--- src/verilog/ccl_pkg.sv ---
// =====================================================================
// Comparator control constants
package ccl_pkg;

  localparam int CCL_NCH = 3;

  // =====================================================================
  // Register map
  localparam logic [7:0] CCL_ADDR_CTRL1 = 8'h00;
  localparam logic [7:0] CCL_ADDR_CTRL2 = 8'h01;
  localparam logic [7:0] CCL_ADDR_CTRL3 = 8'h02;
  localparam logic [7:0] CCL_ADDR_STATUS = 8'h03;
  localparam logic [7:0] CCL_ADDR_FLAGS = 8'h04;

  // Control fields; channel off, events on any change, bandgap selected
  localparam logic [7:0] CCL_CTRL_RST = 8'h1f;
  localparam int CCL_EN_BIT = 7;
  localparam int CCL_OE_BIT = 6;
  localparam int CCL_INV_BIT = 5;
  localparam int CCL_EVT_HI = 4;
  localparam int CCL_EVT_LO = 3;
  localparam int CCL_PREF_BIT = 2;
  localparam int CCL_NSEL_HI = 1;
  localparam int CCL_NSEL_LO = 0;

  localparam logic [7:0] CCL_RD_ZERO = 8'h00;
  localparam logic [4:0] CCL_STAT_PAD = 5'h00;
  localparam logic [2:0] CCL_FLAG_RST = 3'h0;
  localparam logic CCL_RES_RST = 1'b0;

  typedef enum logic [1:0] {
    CCL_EVT_NONE = 2'b00,
    CCL_EVT_RISE = 2'b01,
    CCL_EVT_FALL = 2'b10,
    CCL_EVT_ANY = 2'b11
  } ccl_evt_t;

  typedef enum logic [1:0] {
    CCL_NEG_SHARED_B = 2'b00,
    CCL_NEG_B = 2'b01,
    CCL_NEG_C = 2'b10,
    CCL_NEG_BANDGAP = 2'b11
  } ccl_neg_t;

endpackage

--- src/verilog/ccl_chan_if.sv ---
`timescale 1ns/1ns
// =====================================================================
// Control and result of one comparator channel
interface ccl_chan_if;
  logic [7:0] ctrl;
  logic raw;
  logic result;
  logic evt;
  modport chan (input ctrl, input raw, output result, output evt);
  modport host (output ctrl, output raw, input result, input evt);
endinterface // ccl_chan_if

--- src/verilog/ccl_channel.sv ---
`timescale 1ns/1ns
module ccl_channel (
  input wire logic clk_sys, // System clock
  input wire logic sys_rst, // Async reset, active high
  ccl_chan_if.chan cif // Control in, result and event out
);
  import ccl_pkg::*;

  logic resD;
  logic resQ;
  logic prevQ;
  logic rise;
  logic fall;
  ccl_evt_t evtSel;

  // =====================================================================
  // Polarity and sampling
  always_comb begin
    // Disabled channel reports low so no stale edge appears
    resD = cif.ctrl[CCL_EN_BIT] & (cif.raw ^ cif.ctrl[CCL_INV_BIT]);
  end

  always_ff @(posedge clk_sys or posedge sys_rst) begin
    if (sys_rst) begin
      resQ <= CCL_RES_RST;
      prevQ <= CCL_RES_RST;
    end else begin
      resQ <= resD;
      prevQ <= resQ;
    end
  end

  // =====================================================================
  // Event selection
  always_comb begin
    evtSel = ccl_evt_t'(cif.ctrl[CCL_EVT_HI:CCL_EVT_LO]);
    rise = resQ & ~prevQ;
    fall = ~resQ & prevQ;
    unique case (evtSel)
      CCL_EVT_NONE: cif.evt = 1'b0;
      CCL_EVT_RISE: cif.evt = rise;
      CCL_EVT_FALL: cif.evt = fall;
      CCL_EVT_ANY: cif.evt = rise | fall;
    endcase
  end

  assign cif.result = resQ;

  chk_plain_level: assert property (
    @(posedge clk_sys) disable iff (sys_rst)
    (cif.ctrl[CCL_EN_BIT] && !cif.ctrl[CCL_INV_BIT])
      |-> ##1 (cif.result == $past(cif.raw)))
    else $error("plain result does not follow comparator");

  chk_invert_level: assert property (
    @(posedge clk_sys) disable iff (sys_rst)
    (cif.ctrl[CCL_EN_BIT] && cif.ctrl[CCL_INV_BIT])
      |-> ##1 (cif.result == !$past(cif.raw)))
    else $error("inverted result wrong");

  chk_none_quiet: assert property (
    @(posedge clk_sys) disable iff (sys_rst)
    (cif.ctrl[CCL_EVT_HI:CCL_EVT_LO] == 2'b00) |-> !cif.evt)
    else $error("event raised with events disabled");

  chk_rise_event: assert property (
    @(posedge clk_sys) disable iff (sys_rst)
    (cif.ctrl[CCL_EVT_HI:CCL_EVT_LO] == CCL_EVT_RISE && $rose(cif.result))
      |-> cif.evt)
    else $error("rising edge missed");

endmodule // ccl_channel

--- src/verilog/ccl_top.sv ---
`timescale 1ns/1ns
// Function
// - Three channels, each with its own independent control register
// - Control register holds input selection, output and event settings
// - Each channel offers eight input pairings from pins and references
// - Positive input picks A pin or ladder reference by one bit
// - Two-bit field picks negative input: B, C, shared B or bandgap
// - Raw result is high when positive input exceeds negative input
// - Invert clear: status bit high when positive exceeds negative
// - Invert set: status bit high when positive is below negative
// - Status register reports three results, channel 1 in bit 0
// - Status upper five bits read zero; writes to it do nothing
// - Adjusted result is readable and drivable onto a device pin
// - Each channel raises its own event with configurable trigger
// - Enable bit turns the channel on; clear turns it off
// - Output enable puts result on pin; direction still gates driver
// - Event field: 01 rise, 10 fall, 11 any change, 00 none
// - Reset returns all control registers to reset, channels off
module ccl_top (
  input wire logic clk_sys, // System clock, 100 MHz
  input wire logic sys_rst, // Async reset, active high
  input wire logic [7:0] regAddr, // Register address
  input wire logic [7:0] regWrData, // Write data
  input wire logic regWr, // Write strobe
  input wire logic regRd, // Read strobe
  output logic [7:0] regRdData, // Read data, cycle after strobe
  input wire logic [ccl_pkg::CCL_NCH-1:0] rawResult, // Comparator cores
  output logic [ccl_pkg::CCL_NCH-1:0] chanEnable, // Core power on
  output logic [ccl_pkg::CCL_NCH-1:0] posRefSelect, // 1: ladder ref
  output logic [2*ccl_pkg::CCL_NCH-1:0] negInputSelect, // 2 bits each
  input wire logic [ccl_pkg::CCL_NCH-1:0] portData, // Normal port data
  input wire logic [ccl_pkg::CCL_NCH-1:0] pinDirIn, // 1: pin is input
  output logic [ccl_pkg::CCL_NCH-1:0] resultPinOut, // Pin output level
  output logic [ccl_pkg::CCL_NCH-1:0] resultPinOeN, // Low: pin driven
  output logic [ccl_pkg::CCL_NCH-1:0] eventFlag // Sticky event flags
);
  import ccl_pkg::*;

  logic [7:0] ctrlD [CCL_NCH];
  logic [7:0] ctrlQ [CCL_NCH];
  logic [CCL_NCH-1:0] flagD;
  logic [CCL_NCH-1:0] flagQ;
  logic [7:0] rdD;
  logic [7:0] rdQ;
  logic [CCL_NCH-1:0] resultVec;
  logic [CCL_NCH-1:0] evtVec;
  logic flagWr;

  // =====================================================================
  // Control registers
  always_comb begin
    for (int i = 0; i < CCL_NCH; i++) begin
      ctrlD[i] = ctrlQ[i];
      // Each channel decodes only its own address
      if (regWr && regAddr == CCL_ADDR_CTRL1 + 8'(i)) begin
        ctrlD[i] = regWrData;
      end
    end
  end

  always_ff @(posedge clk_sys or posedge sys_rst) begin
    if (sys_rst) begin
      for (int i = 0; i < CCL_NCH; i++) begin
        ctrlQ[i] <= CCL_CTRL_RST;
      end
    end else begin
      for (int i = 0; i < CCL_NCH; i++) begin
        ctrlQ[i] <= ctrlD[i];
      end
    end
  end

  // =====================================================================
  // Event flags
  always_comb begin
    flagWr = regWr && (regAddr == CCL_ADDR_FLAGS);
    flagD = flagQ;
    // Writing a 1 fakes an event; writing 0 clears
    if (flagWr) begin
      flagD = regWrData[CCL_NCH-1:0];
    end
    // A new event beats a clear in the same cycle
    flagD = flagD | evtVec;
  end

  always_ff @(posedge clk_sys or posedge sys_rst) begin
    if (sys_rst) begin
      flagQ <= CCL_FLAG_RST;
    end else begin
      flagQ <= flagD;
    end
  end

  assign eventFlag = flagQ;

  // =====================================================================
  // Read path
  always_comb begin
    rdD = CCL_RD_ZERO;
    if (regRd) begin
      unique case (regAddr)
        CCL_ADDR_CTRL1: rdD = ctrlQ[0];
        CCL_ADDR_CTRL2: rdD = ctrlQ[1];
        CCL_ADDR_CTRL3: rdD = ctrlQ[2];
        CCL_ADDR_STATUS: rdD = {CCL_STAT_PAD, resultVec};
        CCL_ADDR_FLAGS: rdD = {CCL_STAT_PAD, flagQ};
        default: rdD = CCL_RD_ZERO;
      endcase
    end
  end

  // Data stands only in the cycle after the strobe
  always_ff @(posedge clk_sys or posedge sys_rst) begin
    if (sys_rst) begin
      rdQ <= CCL_RD_ZERO;
    end else begin
      rdQ <= rdD;
    end
  end

  assign regRdData = rdQ;

  // =====================================================================
  // Channels, analog selects and pins
  for (genvar g = 0; g < CCL_NCH; g++) begin : gen_ch
    ccl_chan_if cif ();

    assign cif.ctrl = ctrlQ[g];
    assign cif.raw = rawResult[g];
    assign resultVec[g] = cif.result;
    assign evtVec[g] = cif.evt;

    ccl_channel u_chan (
      .clk_sys(clk_sys),
      .sys_rst(sys_rst),
      .cif(cif)
    );

    assign chanEnable[g] = ctrlQ[g][CCL_EN_BIT];
    // Eight pairings: one positive bit times two negative bits
    assign posRefSelect[g] = ctrlQ[g][CCL_PREF_BIT];
    assign negInputSelect[2*g+1:2*g] =
      ctrlQ[g][CCL_NSEL_HI:CCL_NSEL_LO];
    // Direction bit keeps control of the driver in either mode
    assign resultPinOut[g] =
      ctrlQ[g][CCL_OE_BIT] ? cif.result : portData[g];
    assign resultPinOeN[g] = pinDirIn[g];

    chk_pin_result: assert property (
      @(posedge clk_sys) disable iff (sys_rst)
      ctrlQ[g][CCL_OE_BIT] |-> (resultPinOut[g] == resultVec[g]))
      else $error("pin not carrying comparator result");

    chk_pin_port: assert property (
      @(posedge clk_sys) disable iff (sys_rst)
      !ctrlQ[g][CCL_OE_BIT] |-> (resultPinOut[g] == portData[g]))
      else $error("pin not carrying port data");

    chk_pin_dir: assert property (
      @(posedge clk_sys) disable iff (sys_rst)
      (resultPinOeN[g] == pinDirIn[g]))
      else $error("direction bit not gating driver");

    chk_off_low: assert property (
      @(posedge clk_sys) disable iff (sys_rst)
      (!chanEnable[g])[*2] |-> !resultVec[g])
      else $error("disabled channel shows result");

    chk_flag_sets: assert property (
      @(posedge clk_sys) disable iff (sys_rst)
      evtVec[g] |=> eventFlag[g])
      else $error("event did not set flag");

    chk_flag_holds: assert property (
      @(posedge clk_sys) disable iff (sys_rst)
      (eventFlag[g] && !flagWr) |=> eventFlag[g])
      else $error("flag dropped without software clear");

    chk_flag_clear: assert property (
      @(posedge clk_sys) disable iff (sys_rst)
      (flagWr && !regWrData[g] && !evtVec[g]) |=> !eventFlag[g])
      else $error("flag not cleared by write of zero");

    chk_write_enable: assert property (
      @(posedge clk_sys) disable iff (sys_rst)
      (regWr && regAddr == CCL_ADDR_CTRL1 + 8'(g))
        |=> (chanEnable[g] == $past(regWrData[CCL_EN_BIT])))
      else $error("enable bit not applied to core");

    chk_write_pos: assert property (
      @(posedge clk_sys) disable iff (sys_rst)
      (regWr && regAddr == CCL_ADDR_CTRL1 + 8'(g))
        |=> (posRefSelect[g] == $past(regWrData[CCL_PREF_BIT])))
      else $error("positive input select not applied");

    chk_write_neg: assert property (
      @(posedge clk_sys) disable iff (sys_rst)
      (regWr && regAddr == CCL_ADDR_CTRL1 + 8'(g))
        |=> (negInputSelect[2*g+1:2*g]
          == $past(regWrData[CCL_NSEL_HI:CCL_NSEL_LO])))
      else $error("negative input select not applied");

    chk_flag_forced: assert property (
      @(posedge clk_sys) disable iff (sys_rst)
      (flagWr && regWrData[g]) |=> eventFlag[g])
      else $error("written one did not set flag");

    chk_flag_idle: assert property (
      @(posedge clk_sys) disable iff (sys_rst)
      (!evtVec[g] && !flagWr && !eventFlag[g]) |=> !eventFlag[g])
      else $error("flag set without an event");

    chk_rise_flag: assert property (
      @(posedge clk_sys) disable iff (sys_rst)
      (ctrlQ[g][CCL_EVT_HI:CCL_EVT_LO] == CCL_EVT_RISE
        && $rose(resultVec[g])) |=> eventFlag[g])
      else $error("rising result did not set flag");

    chk_rise_only: assert property (
      @(posedge clk_sys) disable iff (sys_rst)
      (ctrlQ[g][CCL_EVT_HI:CCL_EVT_LO] == CCL_EVT_RISE && !flagWr
        && !$rose(resultVec[g]) && !eventFlag[g]) |=> !eventFlag[g])
      else $error("rising mode flagged another change");

    chk_fall_flag: assert property (
      @(posedge clk_sys) disable iff (sys_rst)
      (ctrlQ[g][CCL_EVT_HI:CCL_EVT_LO] == CCL_EVT_FALL
        && $fell(resultVec[g])) |=> eventFlag[g])
      else $error("falling result did not set flag");

    chk_any_flag: assert property (
      @(posedge clk_sys) disable iff (sys_rst)
      (ctrlQ[g][CCL_EVT_HI:CCL_EVT_LO] == CCL_EVT_ANY
        && $changed(resultVec[g])) |=> eventFlag[g])
      else $error("changed result did not set flag");

    chk_none_flag: assert property (
      @(posedge clk_sys) disable iff (sys_rst)
      (ctrlQ[g][CCL_EVT_HI:CCL_EVT_LO] == CCL_EVT_NONE && !flagWr
        && !eventFlag[g]) |=> !eventFlag[g])
      else $error("flag set with events disabled");
  end

  // =====================================================================
  // Register behaviour checks
  chk_ctrl_write: assert property (
    @(posedge clk_sys) disable iff (sys_rst)
    (regWr && regAddr == CCL_ADDR_CTRL2)
      |=> (ctrlQ[1] == $past(regWrData)))
    else $error("control write not stored");

  chk_chan_indep: assert property (
    @(posedge clk_sys) disable iff (sys_rst)
    (regWr && regAddr == CCL_ADDR_CTRL2)
      |=> ($stable(ctrlQ[0]) && $stable(ctrlQ[2])))
    else $error("write touched another channel");

  chk_status_read: assert property (
    @(posedge clk_sys) disable iff (sys_rst)
    (regRd && regAddr == CCL_ADDR_STATUS)
      |=> (regRdData[2:0] == $past(resultVec)))
    else $error("status read wrong");

  chk_status_pad: assert property (
    @(posedge clk_sys) disable iff (sys_rst)
    (regRd && regAddr == CCL_ADDR_STATUS) |=> (regRdData[7:3] == 5'h00))
    else $error("status upper bits not zero");

  chk_status_ro: assert property (
    @(posedge clk_sys) disable iff (sys_rst)
    (regWr && regAddr == CCL_ADDR_STATUS)
      |=> ($stable(ctrlQ[0]) && $stable(ctrlQ[1]) && $stable(ctrlQ[2])))
    else $error("status write changed state");

  chk_read_one: assert property (
    @(posedge clk_sys) disable iff (sys_rst)
    !regRd |=> (regRdData == 8'h00))
    else $error("read data outside its cycle");

  chk_reset_off: assert property (
    @(posedge clk_sys)
    $past(sys_rst) |-> (ctrlQ[0] == CCL_CTRL_RST && chanEnable == 3'h0))
    else $error("channels not off after reset");

  chk_reset_all: assert property (
    @(posedge clk_sys)
    $past(sys_rst) |-> (ctrlQ[1] == CCL_CTRL_RST
      && ctrlQ[2] == CCL_CTRL_RST && eventFlag == CCL_FLAG_RST))
    else $error("state not at reset value after reset");

  chk_ctrl_read: assert property (
    @(posedge clk_sys) disable iff (sys_rst)
    (regRd && regAddr == CCL_ADDR_CTRL1)
      |=> (regRdData == $past(ctrlQ[0])))
    else $error("control read wrong");

  chk_flag_read: assert property (
    @(posedge clk_sys) disable iff (sys_rst)
    (regRd && regAddr == CCL_ADDR_FLAGS)
      |=> (regRdData == {CCL_STAT_PAD, $past(eventFlag)}))
    else $error("flag read wrong");

endmodule // ccl_top

--- config.mk ---
export PLATFORM = sky130hd
export DESIGN_NAME = ccl_top
export DESIGN_NICKNAME = d
export VERILOG_FILES = /design/src/verilog/ccl_pkg.sv /design/src/verilog/ccl_chan_if.sv /design/src/verilog/ccl_channel.sv /design/src/verilog/ccl_top.sv
export SDC_FILE = /design/constraint.sdc
export NUM_CORES = 1
export LEC_CHECK = 0
export BUFFER_PORTS_ARGS = -buffer_cell sky130_fd_sc_hd__buf_2
export CELL_PAD_IN_SITES_DETAIL_PLACEMENT = 2
export CELL_PAD_IN_SITES_GLOBAL_PLACEMENT = 2
export CORE_ASPECT_RATIO = 0.9
export CORE_MARGIN = 8
export CORE_UTILIZATION = 32
export CTS_BUF_LIST = sky130_fd_sc_hd__clkbuf_4 sky130_fd_sc_hd__clkbuf_8
export CTS_CLUSTER_DIAMETER = 100
export DETAILED_ROUTE_END_ITERATION = 12
export MAX_ROUTING_LAYER = met4
export PLACE_DENSITY = 0.76
export SYNTH_ARGS = -nofsm -noshare
export SYNTH_HDL_FRONTEND = slang
export SYNTH_HIERARCHICAL = 1
export SYNTH_SLANG_ARGS = --single-unit
--- constraint.sdc ---
create_clock -name clk_sys -period 1.2 [get_ports clk_sys]
set_clock_uncertainty 0.1 [all_clocks]
set_input_delay 0.06 -clock clk_sys [delete_from_list [all_inputs] [get_ports clk_sys]]
set_output_delay 0.06 -clock clk_sys [all_outputs]
set_load 0.02 [all_outputs]
==> results by group <==
Drt
  • DR DRC count: 0
  • Initial detailed-routing violation count: 31
  • Drt pass-1 iters: 3
  • Routed Antenna Nets: 0
  • WL per Instance: 20.0 microns
  • Via count: 1673
  • Post-Route WL: 6920 microns
  • Vias per cell: 4.84

CTS
  • Clock root cell: clkbuf_8
  • Sink Count: 41
  • Bufs on Longest Clock Path: 2
  • Clk_lat worst skew: 300 ps
  • Num CTS Buffers: 5
  • H-Tree Depth: 2
  • Clock-pin slew on the worst setup and hold paths: 90 ps
  • CTS tree: done

STA
  • Rel. slew slack: 0.664
  • Worst slew pin tran: 500 ps
  • Max-slew violation count: 0
  • Sum Neg Setup Slack: -1900 ps
  • Period utilisation layout: 1.25
  • RSZ-0062 raised after global routing: yes
  • Final Hold Viols: 0
  • Final min period: 1510 ps
  • Setup slack after layout: -306 ps
  • Final setup vio count: 9
  • Final hold slack: 3.23 ps
  • F_max: 0.664 GHz

Synthesis
  • Asr flop ratio synth: 1.00
  • Syn_nets: 216
  • Number of warning messages in the yosys log: 6
  • Share of Yosys cell area claimed by the top area cell type: 0.296
  • FF+latch count, synth: 41
  • Top-count cell post-synth: mux2_2
  • Yosys top cell by area: dfrtp_1
  • Number of synthesized flops with an enable pin: 0
  • Synth top cells by count: 32 x mux2_2, 26 x dfrtp_1, 15 x buf_4, 15 x dfstp_2, 11 x inv_1
  • Syn Inst Count: 181
  • Synth area leaders: dfrtp_1 30%, dfstp_2 18%, mux2_2 16%
  • Post-Syn Area: 2200 sq um
  • Synth unique cells: 35
  • Synth Flop Type: dfrtp_1
  • Syn_area_per_cell: 12.1 sq um
  • Post-synthesis sequential area ratio: 0.476

Setup path
  • CP Launch Type: flop
  • Crit path kind: reg -> reg
  • CP endpoint kind: flop
  • Critical path arrival: 1590 ps
  • CP required: 1290 ps
  • CP max FO: 3

Floorplan
  • Die H: 94.6 microns
  • I/O pin count: 58
  • Initial Util: 0.332
  • Placeable Area: 6620 sq um
  • Row cnt: 28
  • Die X: 103 microns
  • Die ar.: 9770 sq um

Power
  • Leakage Power: 1.44 nW
  • Power Internal: 2.36 mW
  • Seq pwr share: 0.477
  • Sw frac: 0.254
  • Power Density: 1080 nW/um^2
  • Clock network power share: 0.374
  • NetSw: 806 uW
  • Peak supply drop: 0.463 mV
  • Comb pwr share: 0.149

Layout
  • Fin util: 0.445
  • Syn-to-layout area delta: 34.1%
  • Post-route cell area: 2940 sq um
  • Diodes inserted: 0
  • Final nets: 290
  • Share of cells above drive strength 1: 0.574
  • # fillers: 685

Global routing
  • Initial antenna violation count: 0
  • GR Util met1: 0.176
  • Met3 Use GR: 0.0309
  • Grt peak-use layer: met2
  • Largest net degree at the start of global routing: 36
  • First-pass GRT wire length: 10700 microns
  • Routing usage on met2: 0.262
  • Global route total overflow: 0
  • Vias in the first global route: 1974
  • GRT Total Usage: 0.154

Outcome
  • Status: finished, violations left
  • Failing checks: negative setup slack

Min path
  • Hold WC Path Type: in -> reg

Place
  • Port bufs: 51
  • Placer congestion estimate: 0.778
  • Post-DP HPWL: 5170 microns
  • DP Worst Slack: -343 ps
  • Cell Area, Placed: 2610 sq um

Run
  • MaxCap Viol Count: 0
[per-stage QoR]
step                      cells  power [mW]
after global routing        346        3.30
final                       346        3.17
after global placement      326        1.94
after floorplan             181        1.78
after detailed placement    326        1.96
after CTS                   345        3.20
[power groups by stage]
stage | Clock, mW | Combinational [mW] | Sequential [mW]
4_1_cts | 1.22 | 0.462 | 1.51
5_1_grt | 1.26 | 0.510 | 1.52
3_5_place_dp | 0 | 0.422 | 1.54
3_3_place_gp | 0 | 0.407 | 1.53
6_report | 1.18 | 0.472 | 1.51
2_1_floorplan | 0 | 0.252 | 1.53
[critical path: stages (launching register included)]
cell	delay [ps]
dfrtp_1	400
inv_1	60
ha_1	270
nor2b_1	40
o21ai_1	140
o21ai_2	90
a41oi_2	210
nand2_1	90
[worst paths after layout]
check                                                  from                     end  slack (ps)  depth (start not counted)
worst min-delay path                                  regRd            regRdData[7]           3                          3
max in group asynchronous                           sys_rst   gen_ch[2].cif.ctrl[1]         430                          4
worst max-delay path            gen_ch[0].u_chan/cif.result            eventFlag[0]        -310                          7
worst min register to register        gen_ch[0].cif.ctrl[6]   gen_ch[0].cif.ctrl[6]         450                          1
min in group asynchronous                           sys_rst  gen_ch[1].u_chan/prevQ         120                          3
worst max register to register  gen_ch[0].u_chan/cif.result            eventFlag[0]        -310                          7
[flip-flops by register name, indices dropped and copies added (netlist names)]
signal / count
gen_ch.u_chan/prevQ: 3
eventFlag: 3
regRdData: 8
gen_ch.cif.ctrl: 24
gen_ch.u_chan/cif.result: 3
[cells in the final DEF (no fill, tap or decap), types with 2 or more instances in the layout]
cell type and n:
mux2_4 4, o31ai_1 3, dfrtp_1 26, buf_2 42, nand3_1 3, buf_4 27, a41oi_2 2, a2bb2oi_1 4
nand2_1 7, buf_6 6, inv_1 11, ha_1 6, dfstp_2 15, and2_1 3, clkbuf_8 6, mux2i_1 5
o21ai_1 5, dlygate4sd3_1 11, a22oi_2 2, mux2_2 29, nand4_4 2, nor2_1 6, a21oi_1 3, xor2_1 3
nor2b_1 6
[repair_timing]
action                                  CTS  global route
resized for setup                        10            15
hold buffers                             11             0
hold endpoints to repair                 69             0
pin swaps                                 1             2
endpoints found under the setup margin   10            17
setup buffers                             0             1
[cell families after synthesis]
| kind of cell | Yosys count | share of synthesized area |
|---|---|---|
| compound gates | 24 | 0.0735 |
| buf+inv | 31 | 0.0843 |
| mux | 38 | 0.194 |
| flops | 41 | 0.476 |
| xor+xnor | 3 | 0.0120 |
| simple gates | 38 | 0.126 |
| fa+ha+maj | 6 | 0.0342 |
[routing by layer]
metal | vias to the layer above | routed length, microns
met5 | - | 0
met2 | 34 | 3450
met1 | 863 | 3110
met4 | 0 | 102
met3 | 8 | 255
li1 | 768 | -
[final cells by class]
class,instances,area (sq um),share of cell area
flip-flops and latches,41,1040,0.355
clock buffers,6,82.6,0.0280
inverters,11,41.3,0.0140
multi-input cells,109,1010,0.345
clock inverters,2,37.5,0.0127
well taps,90,113,0.0382
repair buffers,87,611,0.207
Power figures use the tool's default switching activity.
